## src/include/dmi_cfg.svh

```systemverilog
/*
 data memory block: addresses, command fields and reset values.
 assumes it is included by every design file that decodes the map.
*/
`ifndef DMI_CFG_SVH
`define DMI_CFG_SVH

`define DMI_A_PORT0 8'h00
`define DMI_A_PTR0 8'h01
`define DMI_A_PORT1 8'h02
`define DMI_A_PTR1 8'h03
`define DMI_A_UNUSED 8'h04
`define DMI_A_ACC 8'h05
`define DMI_A_PCL 8'h06
`define DMI_A_TBLP 8'h07
`define DMI_A_TBLH 8'h08
`define DMI_GP_BIT 7

`define DMI_IDX_BITOP 10'h100
`define DMI_IDX_XFER 10'h101
`define DMI_IDX_HI 11
`define DMI_IDX_LO 2

`define DMI_CMD_BIT_LO 8
`define DMI_CMD_BIT_HI 10
`define DMI_CMD_SET 11
`define DMI_CMD_DIR 8

`define DMI_BYTE_ZERO 8'h00
`define DMI_PC_RESET 0

`endif

```

## src/include/dmi_pkg.sv

```systemverilog
/*
 data memory block: shared types.
 assumes dmi_cfg.svh supplies the numeric constants.
*/
package dmi_pkg;
	typedef logic [7:0] dmi_byte_t;
	typedef logic [2:0] dmi_bitsel_t;
	typedef enum logic [1:0] {
		DMI_APB_IDLE = 2'b01,
		DMI_APB_ANS = 2'b10
	} dmi_apb_t;
endpackage : dmi_pkg

```

## src/core/dmi_ind_res.sv

```systemverilog
/*
 indirect port resolver: maps one virtual port onto the byte its pointer holds.
 assumes a single bank; the pointer is a plain register of the caller.
*/
`timescale 1ns/1ps
`include "dmi_cfg.svh"
module dmi_ind_res #(
	parameter dmi_pkg::dmi_byte_t SELF_PORT = `DMI_A_PORT0,
	parameter dmi_pkg::dmi_byte_t OTHER_PORT = `DMI_A_PORT1
) (
	// request
	input wire dmi_pkg::dmi_byte_t addr_in,
	input wire dmi_pkg::dmi_byte_t ptr,
	// result
	output logic hit,
	output logic no_target,
	output dmi_pkg::dmi_byte_t addr_out
);
	import dmi_pkg::*;

	always_comb begin
		hit = (addr_in == SELF_PORT);
		addr_out = ptr;
		// a pointer aimed at any port has nothing behind it
		no_target = (ptr == SELF_PORT) || (ptr == OTHER_PORT);
	end
endmodule : dmi_ind_res

```

## src/core/dmi_bit_mod.sv

```systemverilog
/*
 single-bit set or clear on one byte.
 assumes the caller supplies the current byte combinationally.
*/
`timescale 1ns/1ps
module dmi_bit_mod (
	// operand
	input wire dmi_pkg::dmi_byte_t din,
	input wire dmi_pkg::dmi_bitsel_t sel,
	input wire logic set,
	// result
	output dmi_pkg::dmi_byte_t dout
);
	import dmi_pkg::*;

	always_comb begin
		dout = din;
		dout[sel] = set;
	end
endmodule : dmi_bit_mod

```

## src/core/dmi_data_mem.sv

```systemverilog
/*
 data memory with indirect ports, accumulator and program counter low byte.
 assumes an apb master on pclk and a core that drives the alu and pc ports.
*/
// How it works
// - one volatile 8-bit bank, bank zero
// - sfr area 00-7f, 128 bytes at 80-ff
// - general bytes read, write, bit set/clear
// - unused sfr reads zero, writes ignored
// - protected sfr is read only
// - port access goes to paired pointer address
// - pointer at a port: read zero, no write
// - pointers are ordinary read/write registers
// - pair zero bank zero, pair one any bank
// - direct access reaches bank zero only
// - memory moves go through the accumulator
// - accumulator captures alu results
// - pcl write jumps within current page
// - one dummy cycle after pcl write
`timescale 1ns/1ps
`include "dmi_cfg.svh"
module dmi_data_mem #(
	parameter int PC_W = 10,
	parameter int GP_DEPTH = 128
) (
	// clock and reset
	input wire logic pclk,
	input wire logic presetn,
	// apb slave
	input wire logic [11:0] paddr,
	input wire logic psel,
	input wire logic penable,
	input wire logic pwrite,
	input wire logic [31:0] pwdata,
	output logic [31:0] prdata,
	output logic pready,
	output logic pslverr,
	// core side
	input wire logic alu_we,
	input wire dmi_pkg::dmi_byte_t alu_res,
	input wire logic pc_inc,
	input wire dmi_pkg::dmi_byte_t tbl_high_in,
	output logic [PC_W-1:0] pc,
	output logic core_stall,
	output dmi_pkg::dmi_byte_t acc
);
	import dmi_pkg::*;

	dmi_byte_t mem_r [GP_DEPTH];
	dmi_byte_t ptr0_r;
	dmi_byte_t ptr1_r;
	dmi_byte_t acc_r;
	dmi_byte_t tblp_r;
	dmi_byte_t tblh_r;
	logic [PC_W-1:0] pc_r;
	logic stall_r;
	logic [11:0] bitop_r;
	logic [8:0] xfer_r;
	dmi_apb_t st_r;
	logic [31:0] prdata_r;
	logic pready_r;
	logic pslverr_r;

	logic [9:0] idx;
	logic map_acc;
	logic is_bitop;
	logic is_xfer;
	logic bad;
	dmi_byte_t tgt;
	dmi_byte_t a0;
	dmi_byte_t a1;
	dmi_byte_t ea;
	logic hit0;
	logic hit1;
	logic void0;
	logic void1;
	logic vd;
	dmi_byte_t rd_val;
	dmi_byte_t bit_val;
	dmi_byte_t wr_val;
	logic done;
	logic wr_go;
	logic acc_load;
	logic [31:0] rd_word;

	// map decode; a printed offset is a word index, byte address is four times it
	always_comb begin
		idx = paddr[`DMI_IDX_HI:`DMI_IDX_LO];
		map_acc = (idx[9:8] == 2'b00);
		is_bitop = (idx == `DMI_IDX_BITOP);
		is_xfer = (idx == `DMI_IDX_XFER);
		bad = !(map_acc || is_bitop || is_xfer);
		// commands name their own target byte
		tgt = map_acc ? idx[7:0] : pwdata[7:0];
	end

	dmi_ind_res #(
		.SELF_PORT(`DMI_A_PORT0),
		.OTHER_PORT(`DMI_A_PORT1)
	) u_res0 (
		.addr_in(tgt),
		.ptr(ptr0_r),
		.hit(hit0),
		.no_target(void0),
		.addr_out(a0)
	);

	dmi_ind_res #(
		.SELF_PORT(`DMI_A_PORT1),
		.OTHER_PORT(`DMI_A_PORT0)
	) u_res1 (
		.addr_in(tgt),
		.ptr(ptr1_r),
		.hit(hit1),
		.no_target(void1),
		.addr_out(a1)
	);

	// only bank zero exists, so pair one reaches everything pair zero does
	always_comb begin
		ea = tgt;
		vd = 1'b0;
		if (hit0) begin
			ea = a0;
			vd = void0;
		end else if (hit1) begin
			ea = a1;
			vd = void1;
		end
	end

	// read mux over the single bank
	always_comb begin
		rd_val = `DMI_BYTE_ZERO;
		if (!vd) begin
			if (ea[`DMI_GP_BIT]) begin
				rd_val = mem_r[ea[6:0]];
			end else begin
				unique case (ea)
					`DMI_A_PTR0: rd_val = ptr0_r;
					`DMI_A_PTR1: rd_val = ptr1_r;
					`DMI_A_ACC: rd_val = acc_r;
					`DMI_A_PCL: rd_val = pc_r[7:0];
					`DMI_A_TBLP: rd_val = tblp_r;
					`DMI_A_TBLH: rd_val = tblh_r;
					default: rd_val = `DMI_BYTE_ZERO;
				endcase
			end
		end
	end

	dmi_bit_mod u_bit (
		.din(rd_val),
		.sel(pwdata[`DMI_CMD_BIT_HI:`DMI_CMD_BIT_LO]),
		.set(pwdata[`DMI_CMD_SET]),
		.dout(bit_val)
	);

	// every register write from apb happens on the edge that completes the apb transfer
	always_comb begin
		done = psel && penable && pready_r;
		// no memory-to-memory move exists; xfer only loads or stores acc
		acc_load = done && pwrite && is_xfer && !pwdata[`DMI_CMD_DIR];
		wr_go = done && pwrite && !vd
			&& (map_acc || is_bitop || (is_xfer && pwdata[`DMI_CMD_DIR]));
		wr_val = pwdata[7:0];
		if (is_bitop) begin
			wr_val = bit_val;
		end else if (is_xfer) begin
			wr_val = acc_r;
		end
		rd_word = {24'h000000, rd_val};
		if (is_bitop) begin
			rd_word = {20'h00000, bitop_r};
		end else if (is_xfer) begin
			rd_word = {23'h000000, xfer_r};
		end
	end

	// apb answer: one wait state, then pready for a single cycle
	always_ff @(posedge pclk or negedge presetn) begin
		if (!presetn) begin
			st_r <= DMI_APB_IDLE;
			pready_r <= 1'b0;
			pslverr_r <= 1'b0;
			prdata_r <= 32'h00000000;
		end else begin
			unique case (st_r)
				DMI_APB_IDLE: begin
					if (psel && penable) begin
						st_r <= DMI_APB_ANS;
						pready_r <= 1'b1;
						pslverr_r <= bad;
						prdata_r <= (pwrite || bad) ? 32'h00000000 : rd_word;
					end
				end
				DMI_APB_ANS: begin
					st_r <= DMI_APB_IDLE;
					pready_r <= 1'b0;
					pslverr_r <= 1'b0;
				end
				default: st_r <= DMI_APB_IDLE;
			endcase
		end
	end

	// data storage has no reset, as a volatile ram would not
	always_ff @(posedge pclk) begin
		if (wr_go && ea[`DMI_GP_BIT]) begin
			mem_r[ea[6:0]] <= wr_val;
		end
	end

	always_ff @(posedge pclk or negedge presetn) begin
		if (!presetn) begin
			ptr0_r <= `DMI_BYTE_ZERO;
			ptr1_r <= `DMI_BYTE_ZERO;
			tblp_r <= `DMI_BYTE_ZERO;
		end else if (wr_go) begin
			if (ea == `DMI_A_PTR0) begin
				ptr0_r <= wr_val;
			end
			if (ea == `DMI_A_PTR1) begin
				ptr1_r <= wr_val;
			end
			if (ea == `DMI_A_TBLP) begin
				tblp_r <= wr_val;
			end
		end
	end

	// protected: follows the core only, program writes fall through
	always_ff @(posedge pclk or negedge presetn) begin
		if (!presetn) begin
			tblh_r <= `DMI_BYTE_ZERO;
		end else begin
			tblh_r <= tbl_high_in;
		end
	end

	// a program write wins over the alu in the same cycle
	always_ff @(posedge pclk or negedge presetn) begin
		if (!presetn) begin
			acc_r <= `DMI_BYTE_ZERO;
		end else if (wr_go && ea == `DMI_A_ACC) begin
			acc_r <= wr_val;
		end else if (acc_load) begin
			acc_r <= rd_val;
		end else if (alu_we) begin
			acc_r <= alu_res;
		end
	end

	always_ff @(posedge pclk or negedge presetn) begin
		if (!presetn) begin
			bitop_r <= 12'h000;
			xfer_r <= 9'h000;
		end else if (done && pwrite) begin
			if (is_bitop) begin
				bitop_r <= pwdata[11:0];
			end
			if (is_xfer) begin
				xfer_r <= pwdata[8:0];
			end
		end
	end

	// page bits are kept, so the jump cannot leave the current page
	always_ff @(posedge pclk or negedge presetn) begin
		if (!presetn) begin
			pc_r <= PC_W'(`DMI_PC_RESET);
			stall_r <= 1'b0;
		end else begin
			stall_r <= 1'b0;
			if (wr_go && ea == `DMI_A_PCL) begin
				pc_r <= {pc_r[PC_W-1:8], wr_val};
				stall_r <= 1'b1;
			end else if (pc_inc && !stall_r) begin
				pc_r <= pc_r + PC_W'(1);
			end
		end
	end

	assign prdata = prdata_r;
	assign pready = pready_r;
	assign pslverr = pslverr_r;
	assign pc = pc_r;
	assign core_stall = stall_r;
	assign acc = acc_r;

	AST_UNUSED_ZERO: assert property (@(posedge pclk) disable iff (!presetn)
		(psel && penable && !pready_r && !pwrite && idx == 10'({2'b00, `DMI_A_UNUSED}))
		|=> (prdata == 32'h00000000 && pready))
		else $error("unused location did not read zero");

	AST_VOID_PORT: assert property (@(posedge pclk) disable iff (!presetn)
		(psel && penable && !pready_r && !pwrite && map_acc && hit0
		&& (ptr0_r == `DMI_A_PORT0 || ptr0_r == `DMI_A_PORT1))
		|=> (prdata == 32'h00000000))
		else $error("port aimed at a port did not read zero");

	AST_IND_WRITE: assert property (@(posedge pclk) disable iff (!presetn)
		(done && pwrite && map_acc && hit0 && ptr0_r[`DMI_GP_BIT])
		|=> (mem_r[$past(ptr0_r[6:0])] == $past(pwdata[7:0])))
		else $error("indirect write missed the pointed byte");

	AST_BIT_OP: assert property (@(posedge pclk) disable iff (!presetn)
		(done && pwrite && is_bitop && !vd && ea[`DMI_GP_BIT])
		|=> (mem_r[$past(ea[6:0])][$past(pwdata[10:8])] == $past(pwdata[`DMI_CMD_SET])))
		else $error("bit operation left the bit wrong");

	AST_PTR_STORE: assert property (@(posedge pclk) disable iff (!presetn)
		(done && pwrite && map_acc && idx == 10'({2'b00, `DMI_A_PTR1}))
		|=> (ptr1_r == $past(pwdata[7:0])))
		else $error("pointer one did not take the written value");

	AST_RO_REG: assert property (@(posedge pclk) disable iff (!presetn)
		(done && pwrite && ea == `DMI_A_TBLH) |=> (tblh_r == $past(tbl_high_in)))
		else $error("protected register took a program write");

	AST_ALU_CAPTURE: assert property (@(posedge pclk) disable iff (!presetn)
		(alu_we && !done) |=> (acc == $past(alu_res)))
		else $error("accumulator missed an alu result");

	AST_PAGE_JUMP: assert property (@(posedge pclk) disable iff (!presetn)
		(wr_go && ea == `DMI_A_PCL)
		|=> (pc[7:0] == $past(wr_val) && pc[PC_W-1:8] == $past(pc_r[PC_W-1:8])))
		else $error("pcl write did not jump within the page");

	AST_DUMMY_CYCLE: assert property (@(posedge pclk) disable iff (!presetn)
		(wr_go && ea == `DMI_A_PCL) |=> core_stall ##1 ($stable(pc) && !core_stall))
		else $error("no single dummy cycle after pcl write");

	AST_READY_PULSE: assert property (@(posedge pclk) disable iff (!presetn)
		pready |=> !pready)
		else $error("pready held longer than one cycle");
endmodule : dmi_data_mem

```

## config.mk

```make
export PLATFORM = sky130hd
export DESIGN_NAME = dmi_data_mem
export DESIGN_NICKNAME = d
export VERILOG_FILES = /design/src/include/dmi_pkg.sv /design/src/core/dmi_ind_res.sv /design/src/core/dmi_bit_mod.sv /design/src/core/dmi_data_mem.sv
export VERILOG_INCLUDE_DIRS = /design/src /design/src/include
export SDC_FILE = /design/constraint.sdc
export NUM_CORES = 1
export LEC_CHECK = 0
export BUFFER_PORTS_ARGS = -buffer_cell sky130_fd_sc_hd__buf_4
export CAP_MARGIN = 20
export CORE_MARGIN = 10
export CORE_UTILIZATION = 50
export DETAILED_ROUTE_END_ITERATION = 6
export PLACE_DENSITY = 0.71
export SYNTH_ARGS = -nofsm -noshare
export SYNTH_HDL_FRONTEND = slang
export SYNTH_HIERARCHICAL = 1
export SYNTH_SLANG_ARGS = --single-unit
```

## constraint.sdc

```tcl
create_clock -name pclk -period 15 [get_ports pclk]
set_clock_uncertainty 0.2 [all_clocks]
set_input_delay 0.75 -clock pclk [delete_from_list [all_inputs] [get_ports pclk]]
set_output_delay 0.75 -clock pclk [all_outputs]
set_load 0.03 [all_outputs]
```

### Yosys cells after proc, flatten, opt, wreduce, memory -nomap -nowiden

Memory sizes are Yosys's and may differ from the RTL's.
Index checks and enable logic that the tools add are counted.

| storage, ports and cells | value |
|---|---|
| register bits after elaboration | 108 |
| RAM bits | 1024 |
| input bits | 67 |
| output and inout bits | 53 |
| logic and storage cells | 101 |
| memories | 1 |

| cells by class | value |
|---|---|
| add/subtract/negate cells | 1 |
| $lt $le $gt $ge | 2 |
| equal/unequal tests | 14 |
| mux-type cells | 30 |
| bitwise operators | 1 |
| reduce and logical (&&, ||, !) cells | 38 |

Memories:

| name | depth | width | read ports | clocked after Yosys merged registers in | wr ports | RTL line | RTL |
|---|---|---|---|---|---|---|---|
| mem_r | 128 | 8 | 1 | 0 | 1 | dmi_data_mem.sv:49 | `dmi_byte_t mem_r [GP_DEPTH];` |

Operator list:

| kind | count |
|---|---|
| two-way mux 8 bit | 12 |
| case mux 8 bit (6 select lines) | 1 |
| equality test 8 x 2 -> 1 bit, second input constant | 4 |
| two-way mux 32 bit | 1 |
| equality test 8 x 3 -> 1 bit, second input constant | 3 |
| zero test 8 bit | 3 |
| equality test 10 x 9 -> 1 bit, second input constant | 2 |
| AND reduction 2 bit | 8 |
| logical AND 1 bit | 13 |
| two-way mux 12 bit | 1 |
| adder 10 x 1 -> 10 bit, second input constant | 1 |
| two-way mux 9 bit | 1 |
| bitwise mux 8 bit | 1 |
| equality test 8 x 1 -> 1 bit, second input constant | 1 |
| equality test 8 x 4 -> 1 bit, second input constant | 1 |
| two-way mux 1 bit | 8 |
| logical OR 1 bit | 6 |
| zero test 1 bit | 4 |
| less-than comparator 3 x 4 -> 1 bit, second input constant | 1 |
| two-way mux 2 bit | 2 |
| case mux 1 bit (2 select lines) | 2 |
| nonzero test 2 bit | 2 |
| demux 1 bit (select 3 bit) | 1 |
| >= comparator 3 x 1 -> 1 bit, second input constant | 1 |
| 6 further kinds | 6 |

### Depth between registers and ports, before layout

| logic depth | value |
|---|---|
| word-level depth | 12 |
| mapped depth | 27 |
| mapped depth without buffers | 21 |

### Cells and area by module

Netlist, hierarchy kept.

By module, submodules not included:

| module | times used | cells an instance | area each (µm²) | seq. area each (µm²) |
|---|---|---|---|---|
| dmi_data_mem | 1 | 3289 | 45339.7 | 32952.9 |
| dmi_bit_mod | 1 | 16 | 145.1 | 0.0 |
| dmi_ind_res at u_res1 | 1 | 13 | 100.1 | 0.0 |
| dmi_ind_res at u_res0 | 1 | 13 | 98.8 | 0.0 |

### Worst setup path after synthesis

No wires, ideal clock.

| timing path | value |
|---|---|
| path type | input to register |
| start | in paddr[10] |
| end | mem mem_r[0][5] in the netlist's numbering (data pin) |
| library setup time | 489 ps |
| arrival | 6405 ps |
| data required time | 14311 ps |
| path slack | 7906 ps |
| stages on the path | 21 |
| buffers on the path | 4 |
| path through | buf_2 > nor2_1 > mux2_2 > or4_1 > nor2_1 > clkbuf_1 > nor3b_1 > or2_1 > clkbuf_1 > o211ai_1 > buf_2 > o221ai_1 > a222oi_1 > o22ai_1 > or4b_1 > a311o_1 > inv_1 > mux2_2 > mux2i_1 > o21a_1 > inv_1 |

| on the way | value |
|---|---|
| elaborated cells on any way between the ends | 23 |
| classes of those cells | eq/ne: 9; mux: 11; reduce/logical: 2; memory: 1 |

RTL lines:

| what | RTL line | RTL |
|---|---|---|
| start: declaration | dmi_data_mem.sv:30 | `input wire logic [11:0] paddr,` |
| zero test 2 bit * | dmi_data_mem.sv:89 | `map_acc = (idx[9:8] == 2'b00);` |
| two-way mux 8 bit * | dmi_data_mem.sv:94 | `tgt = map_acc ? idx[7:0] : pwdata[7:0];` |
| named net tgt[7] | dmi_data_mem.sv:69 | `dmi_byte_t tgt;` |
| zero test 8 bit * | dmi_ind_res.sv:22 | `hit = (addr_in == SELF_PORT);` |
| named net hit0 | dmi_data_mem.sv:73 | `logic hit0;` |
| branches (longest 4 deep; another with memory (128 x 8 bit)) | -- |  |
| two-way mux 8 bit * | dmi_data_mem.sv:135 | `if (!vd) begin` |
| named net rd_val[5] | dmi_data_mem.sv:78 | `dmi_byte_t rd_val;` |
| bitwise mux 8 bit * | dmi_bit_mod.sv:18 | `dout[sel] = set;` |
| named net bit_val[5] | dmi_data_mem.sv:79 | `dmi_byte_t bit_val;` |
| two-way mux 8 bit * | dmi_data_mem.sv:167 | `if (is_bitop) begin` |
| named net wr_val[5] | dmi_data_mem.sv:80 | `dmi_byte_t wr_val;` |
| end: declaration | dmi_data_mem.sv:49 |  |

Mark *: on every way through the listed nets, which the timed path passes.

### Final worst setup path

| timing path | value |
|---|---|
| start | in paddr[10] |
| end | mem mem_r[13][5] in the netlist's numbering (data pin) |

| on the way | value |
|---|---|
| longest elaborated chain between the ends | 11 |
| elaborated cells on any way between the ends | 23 |
| classes of those cells | eq/ne: 9; mux: 11; reduce/logical: 2; memory: 1 |

Ends and longest elaborated chain:

| what | RTL line | RTL |
|---|---|---|
| zero test 2 bit * | dmi_data_mem.sv:89 |  |
| two-way mux 8 bit * | dmi_data_mem.sv:94 |  |
| named net tgt[7] | dmi_data_mem.sv:69 |  |
| equality test 8 x 2 -> 1 bit * | dmi_ind_res.sv:22 |  |
| named net hit1 | dmi_data_mem.sv:74 | `logic hit1;` |
| branches (longest 5 deep; another with memory (128 x 8 bit)) | -- |  |
| two-way mux 8 bit * | dmi_data_mem.sv:135 |  |
| named net rd_val[5] | dmi_data_mem.sv:78 |  |
| bitwise mux 8 bit * | dmi_bit_mod.sv:18 |  |
| named net bit_val[5] | dmi_data_mem.sv:79 |  |
| two-way mux 8 bit * | dmi_data_mem.sv:167 |  |
| named net wr_val[5] | dmi_data_mem.sv:80 |  |

Marks and branches as above.

==> summary.md <==
| Metric | Value |
|---|---|
| Worst min-delay path category | in2reg |
| TritonCTS Buffers | 105 |
| Dpl ws | 5590 ps |
| Syn Area/Cell | 13.7 sq um |
| Most used DFF post-synth | edfxtp_1 |
| Post-synth EDFFs | 1,024 |
| Cell Int Power | 5110 uW |
| GP Congestion | 0.918 |
| Post-CTS setup repair buffer count | 0 |
| Row count | 110 |
| Achievable Freq | 0.113 GHz |
| Status | complete, no violations |
| Clk root buf | clkbuf_16 |
| Data required, critical path | 15,150 ps |
| Share of cells above drive strength 1 | 11.4% |
| Critical Path Max Stage Delay | 780 ps |
| DP HPWL | 77.3 mm |
| Final Setup Violations | 0 |
| Die outline width | 322 um |
| Net switching power | 1650 uW |
| CP delay by family, top | simple AND/OR/NAND/NOR gates |
| Port bufs | 77 |
| Setup TNS | 0 ps |
| Register area | 33,000 sq um |
| Multi-input logic area | 11,600 sq um |
| R2R setup slack | 7600 ps |
| Fill cells | 6,922 |
| Max Slew Vio Count | 0 |
| Worst Tran Pin Value | 1280 ps |
| P&R area growth vs syn | 11.3% |
| Worst-case reg-to-reg path depth | 16 |
| Post-DRT Antenna Nets | 0 |
| CTS tree | built |
| Synthesis-stage register bit count | 1,112 |
| Post-place instance area | 47,300 sq um |
| Initial core utilization | 50.6% |
| Cell area after synthesis | 45,700 sq um |
| Routed vias/inst | 6.52 |
| Clock latency on the worst-skew pair | 700 ps |
| Static Leak | 0.0172 uW |
| Levels on crit path | 21 |
| GRT overflow | 0 |
| Register share of total power | 50.7% |
| Crit-path cells | buf_4 -> nor2_1 -> mux2_2 -> nor4_1 -> and4b_1 -> nor2_1 -> and3_1 -> nor2_4 -> buf_4 -> nor2_2 -> buf_4 -> a222oi_1 -> o22ai_1 -> or4b_1 -> a311o_1 -> inv_1 -> mux2_2 -> mux2i_1 -> o21a_1 -> inv_4 -> buf_4 |
| CP Capture Type | flip-flop |
| Unrepaired setup endpoints after global routing | false |
| Comb power frac | 10.1% |
| Final worst path period share | 59.1% |
| Slowest stage cell, crit path | buf_4 |
| Worst Path Buf+Inv | 6 |
| I/O pin total | 120 |
| Clock slew at reported path FFs | 60 ps |
| Residual DRC | 0 |
| Detailed Route WL | 131 mm |
| Worst vdd ir | 0.0000874 V |
| Bufs on Longest Clock Path | 3 |
| Commonest cells after routing, fill and taps aside | edfxtp_1, nand2_1, nor2_1 |
| Final instance area | 50,800 sq um |
| CP Launch Point | paddr[10] |
| Post-cts resize count | 0 |
| Reg-to-Reg Start | ptr1_r[2] |
| Setup ws final | 6130 ps |
| Hold_ws | 82.3 ps |
| Seq/Total Area, Yosys | 72.1% |
| Die area | 104,000 sq um |
| GRT Overall Usage | 24.6% |
| Crit start category | input port |
| Final Hold Viols | 0 |
| H-tree levels | 3 |
| Largest net degree at the start of global routing | 109 |
| Critical Path AT | 9020 ps |
| DR vias | 30.1k |
| DRT iter0 DRCs | 4,473 |
| Core area | 90,300 sq um |
| Netlist cell types | 82 |
| Vias in the first global route | 28.5k |
| CP max FO | 78 |
| Most frequent CP cell | buf_4 |
| Maxcap violations | 0 |
| PwrDens | 133 nW/um^2 |
| Number of synthesis warnings | 6 |
| Post-Synthesis Cells | 3,331 |
| Final total power | 6760 uW |
| Initial antenna violation count | 2 |
| Critical Path End | mem_r[13][5] |
| Commonest non-fill, non-tap cell in the layout | edfxtp_1 |
| R2R Path End | mem_r[89][6] |
| Routed len/inst | 28.3 um |
| Die height | 322 um |
| Pre-antenna DRT Iters | 5 |
| Sw frac | 24.4% |
| Clock Power Share | 39.2% |
| NumNets Final | 3,425 |
| Sink Count | 1,112 |
| First-pass GRT wire length | 191 mm |
| Fin crit period | 8870 ps |
| Worst slew margin | 13.7% |
| Ys async rst share | 7.91% |
| Post-CTS Hold Fix Bufs | 7 |
| Critical path type | in2reg |
[cells by family (layout without fill, tap and decap cells)]
group                    count (synthesis)  count (layout)  synth area share [%]
other                                    1              21               0.00821
buffers and inverters                  284             374                  2.93
AND/OR/NAND/NOR                       1069            1069                  10.5
multiplexers                           137             137                  3.30
XOR/XNOR                                 9               9                 0.173
AO/OA/AOI/OAI                          718             718                  10.9
flip-flops                            1112            1112                  72.1
adder cells (fa/ha/maj)                  1               1                0.0274
[Yosys cell counts (all sizes together) (7+ instances only)]
cell	instances	share of area (%)
a211oi	137	2.3
a21oi	86	0.94
a221oi	9	0.17
a222oi	16	0.35
a22oi	12	0.20
a311oi	13	0.26
a31oi	119	1.6
a32oi	35	0.67
and3	144	2.0
buf	146	1.8
clkbuf	112	0.92
dfrtp	87	4.8
edfxtp	1024	67
inv	26	0.21
mux2	49	1.2
mux2i	82	1.8
nand2	559	4.6
nand3	62	0.68
nand3b	7	0.12
nand4	14	0.19
nor2	188	1.6
nor2b	8	0.11
nor3	28	0.32
nor3b	8	0.13
nor4	19	0.29
o211ai	7	0.13
o21a	10	0.16
o21ai	90	0.99
o221ai	49	0.94
o22a	10	0.19
o22ai	66	0.90
o31ai	9	0.15
[sequential cells by signal, indices dropped and copies added (netlist names), 2 cells and up]
| name | flops |
|---|---|
| pc | 10 |
| acc | 8 |
| ptr0_r | 8 |
| prdata | 12 |
| tblp_r | 8 |
| mem_r | 1024 |
| ptr1_r | 8 |
| tblh_r | 8 |
| st_r | 2 |
| bitop_r | 12 |
| xfer_r | 9 |
[worst reg2reg max path, stage by stage, from the launching register on]
cell	delay [ps]
dfrtp_1	450
inv_1	90
a221o_2	730
nand2_8	540
buf_4	820
nand2_1	130
and3_1	200
a311oi_1	250
a211oi_1	130
nor4_1	1120
o31ai_1	430
inv_1	130
mux2_2	150
mux2i_1	60
o21a_1	330
inv_4	540
buf_4	710
[layout make-up]
type / instances / area share (%)
flip-flops and latches: 1112 / 64.8
clock inverters: 66 / 1.33
clock buffers: 124 / 5.35
inverters: 26 / 0.231
well taps: 1176 / 2.89
diodes: 1 / 0.00492
multi-input cells: 1954 / 22.8
repair buffers: 158 / 2.53
[power groups by stage]
stage / registers (uW) / logic [uW] / clock network, uW
6_report: 3430 / 685 / 2650
5_1_grt: 3430 / 718 / 2790
4_1_cts: 3430 / 665 / 2660
3_5_place_dp: 3490 / 661 / 0
3_3_place_gp: 3490 / 651 / 0
2_1_floorplan: 3510 / 377 / 0
[worst min path at each step]
| stage | from | to | slack, ps | cells after the start |
|---|---|---|---|---|
| 6_report | pwrite | prdata[8] | 80 | 2 |
| 5_1_grt | pwrite | prdata[8] | 80 | 2 |
| 4_1_cts | tbl_high_in[1] | tblh_r[1] | 1 | 1 |
| 3_5_place_dp | prdata[8] | prdata[8] | 260 | 2 |
| 3_3_place_gp | tblp_r[4] | tblp_r[4] | 260 | 2 |
| 2_1_floorplan | presetn | acc[0] | 250 | 0 |
[routing by layer]
layer	up-vias	wire [um]	global-route usage [%]
met2	2069	59200	37.6
met1	14800	49200	33.3
met5	-	0	0
met3	319	16300	5.71
li1	12900	-	-
met4	0	5980	11.1
[stage by stage]
stage / instances / util (%)
3_3_place_gp: 4414 / 52.4
2_1_floorplan: 3350 / -
4_1_cts: 4611 / 56.2
6_report: 4617 / 56.3
5_1_grt: 4616 / 56.3
3_5_place_dp: 4414 / 52.4
Power figures use the tool's default switching activity.
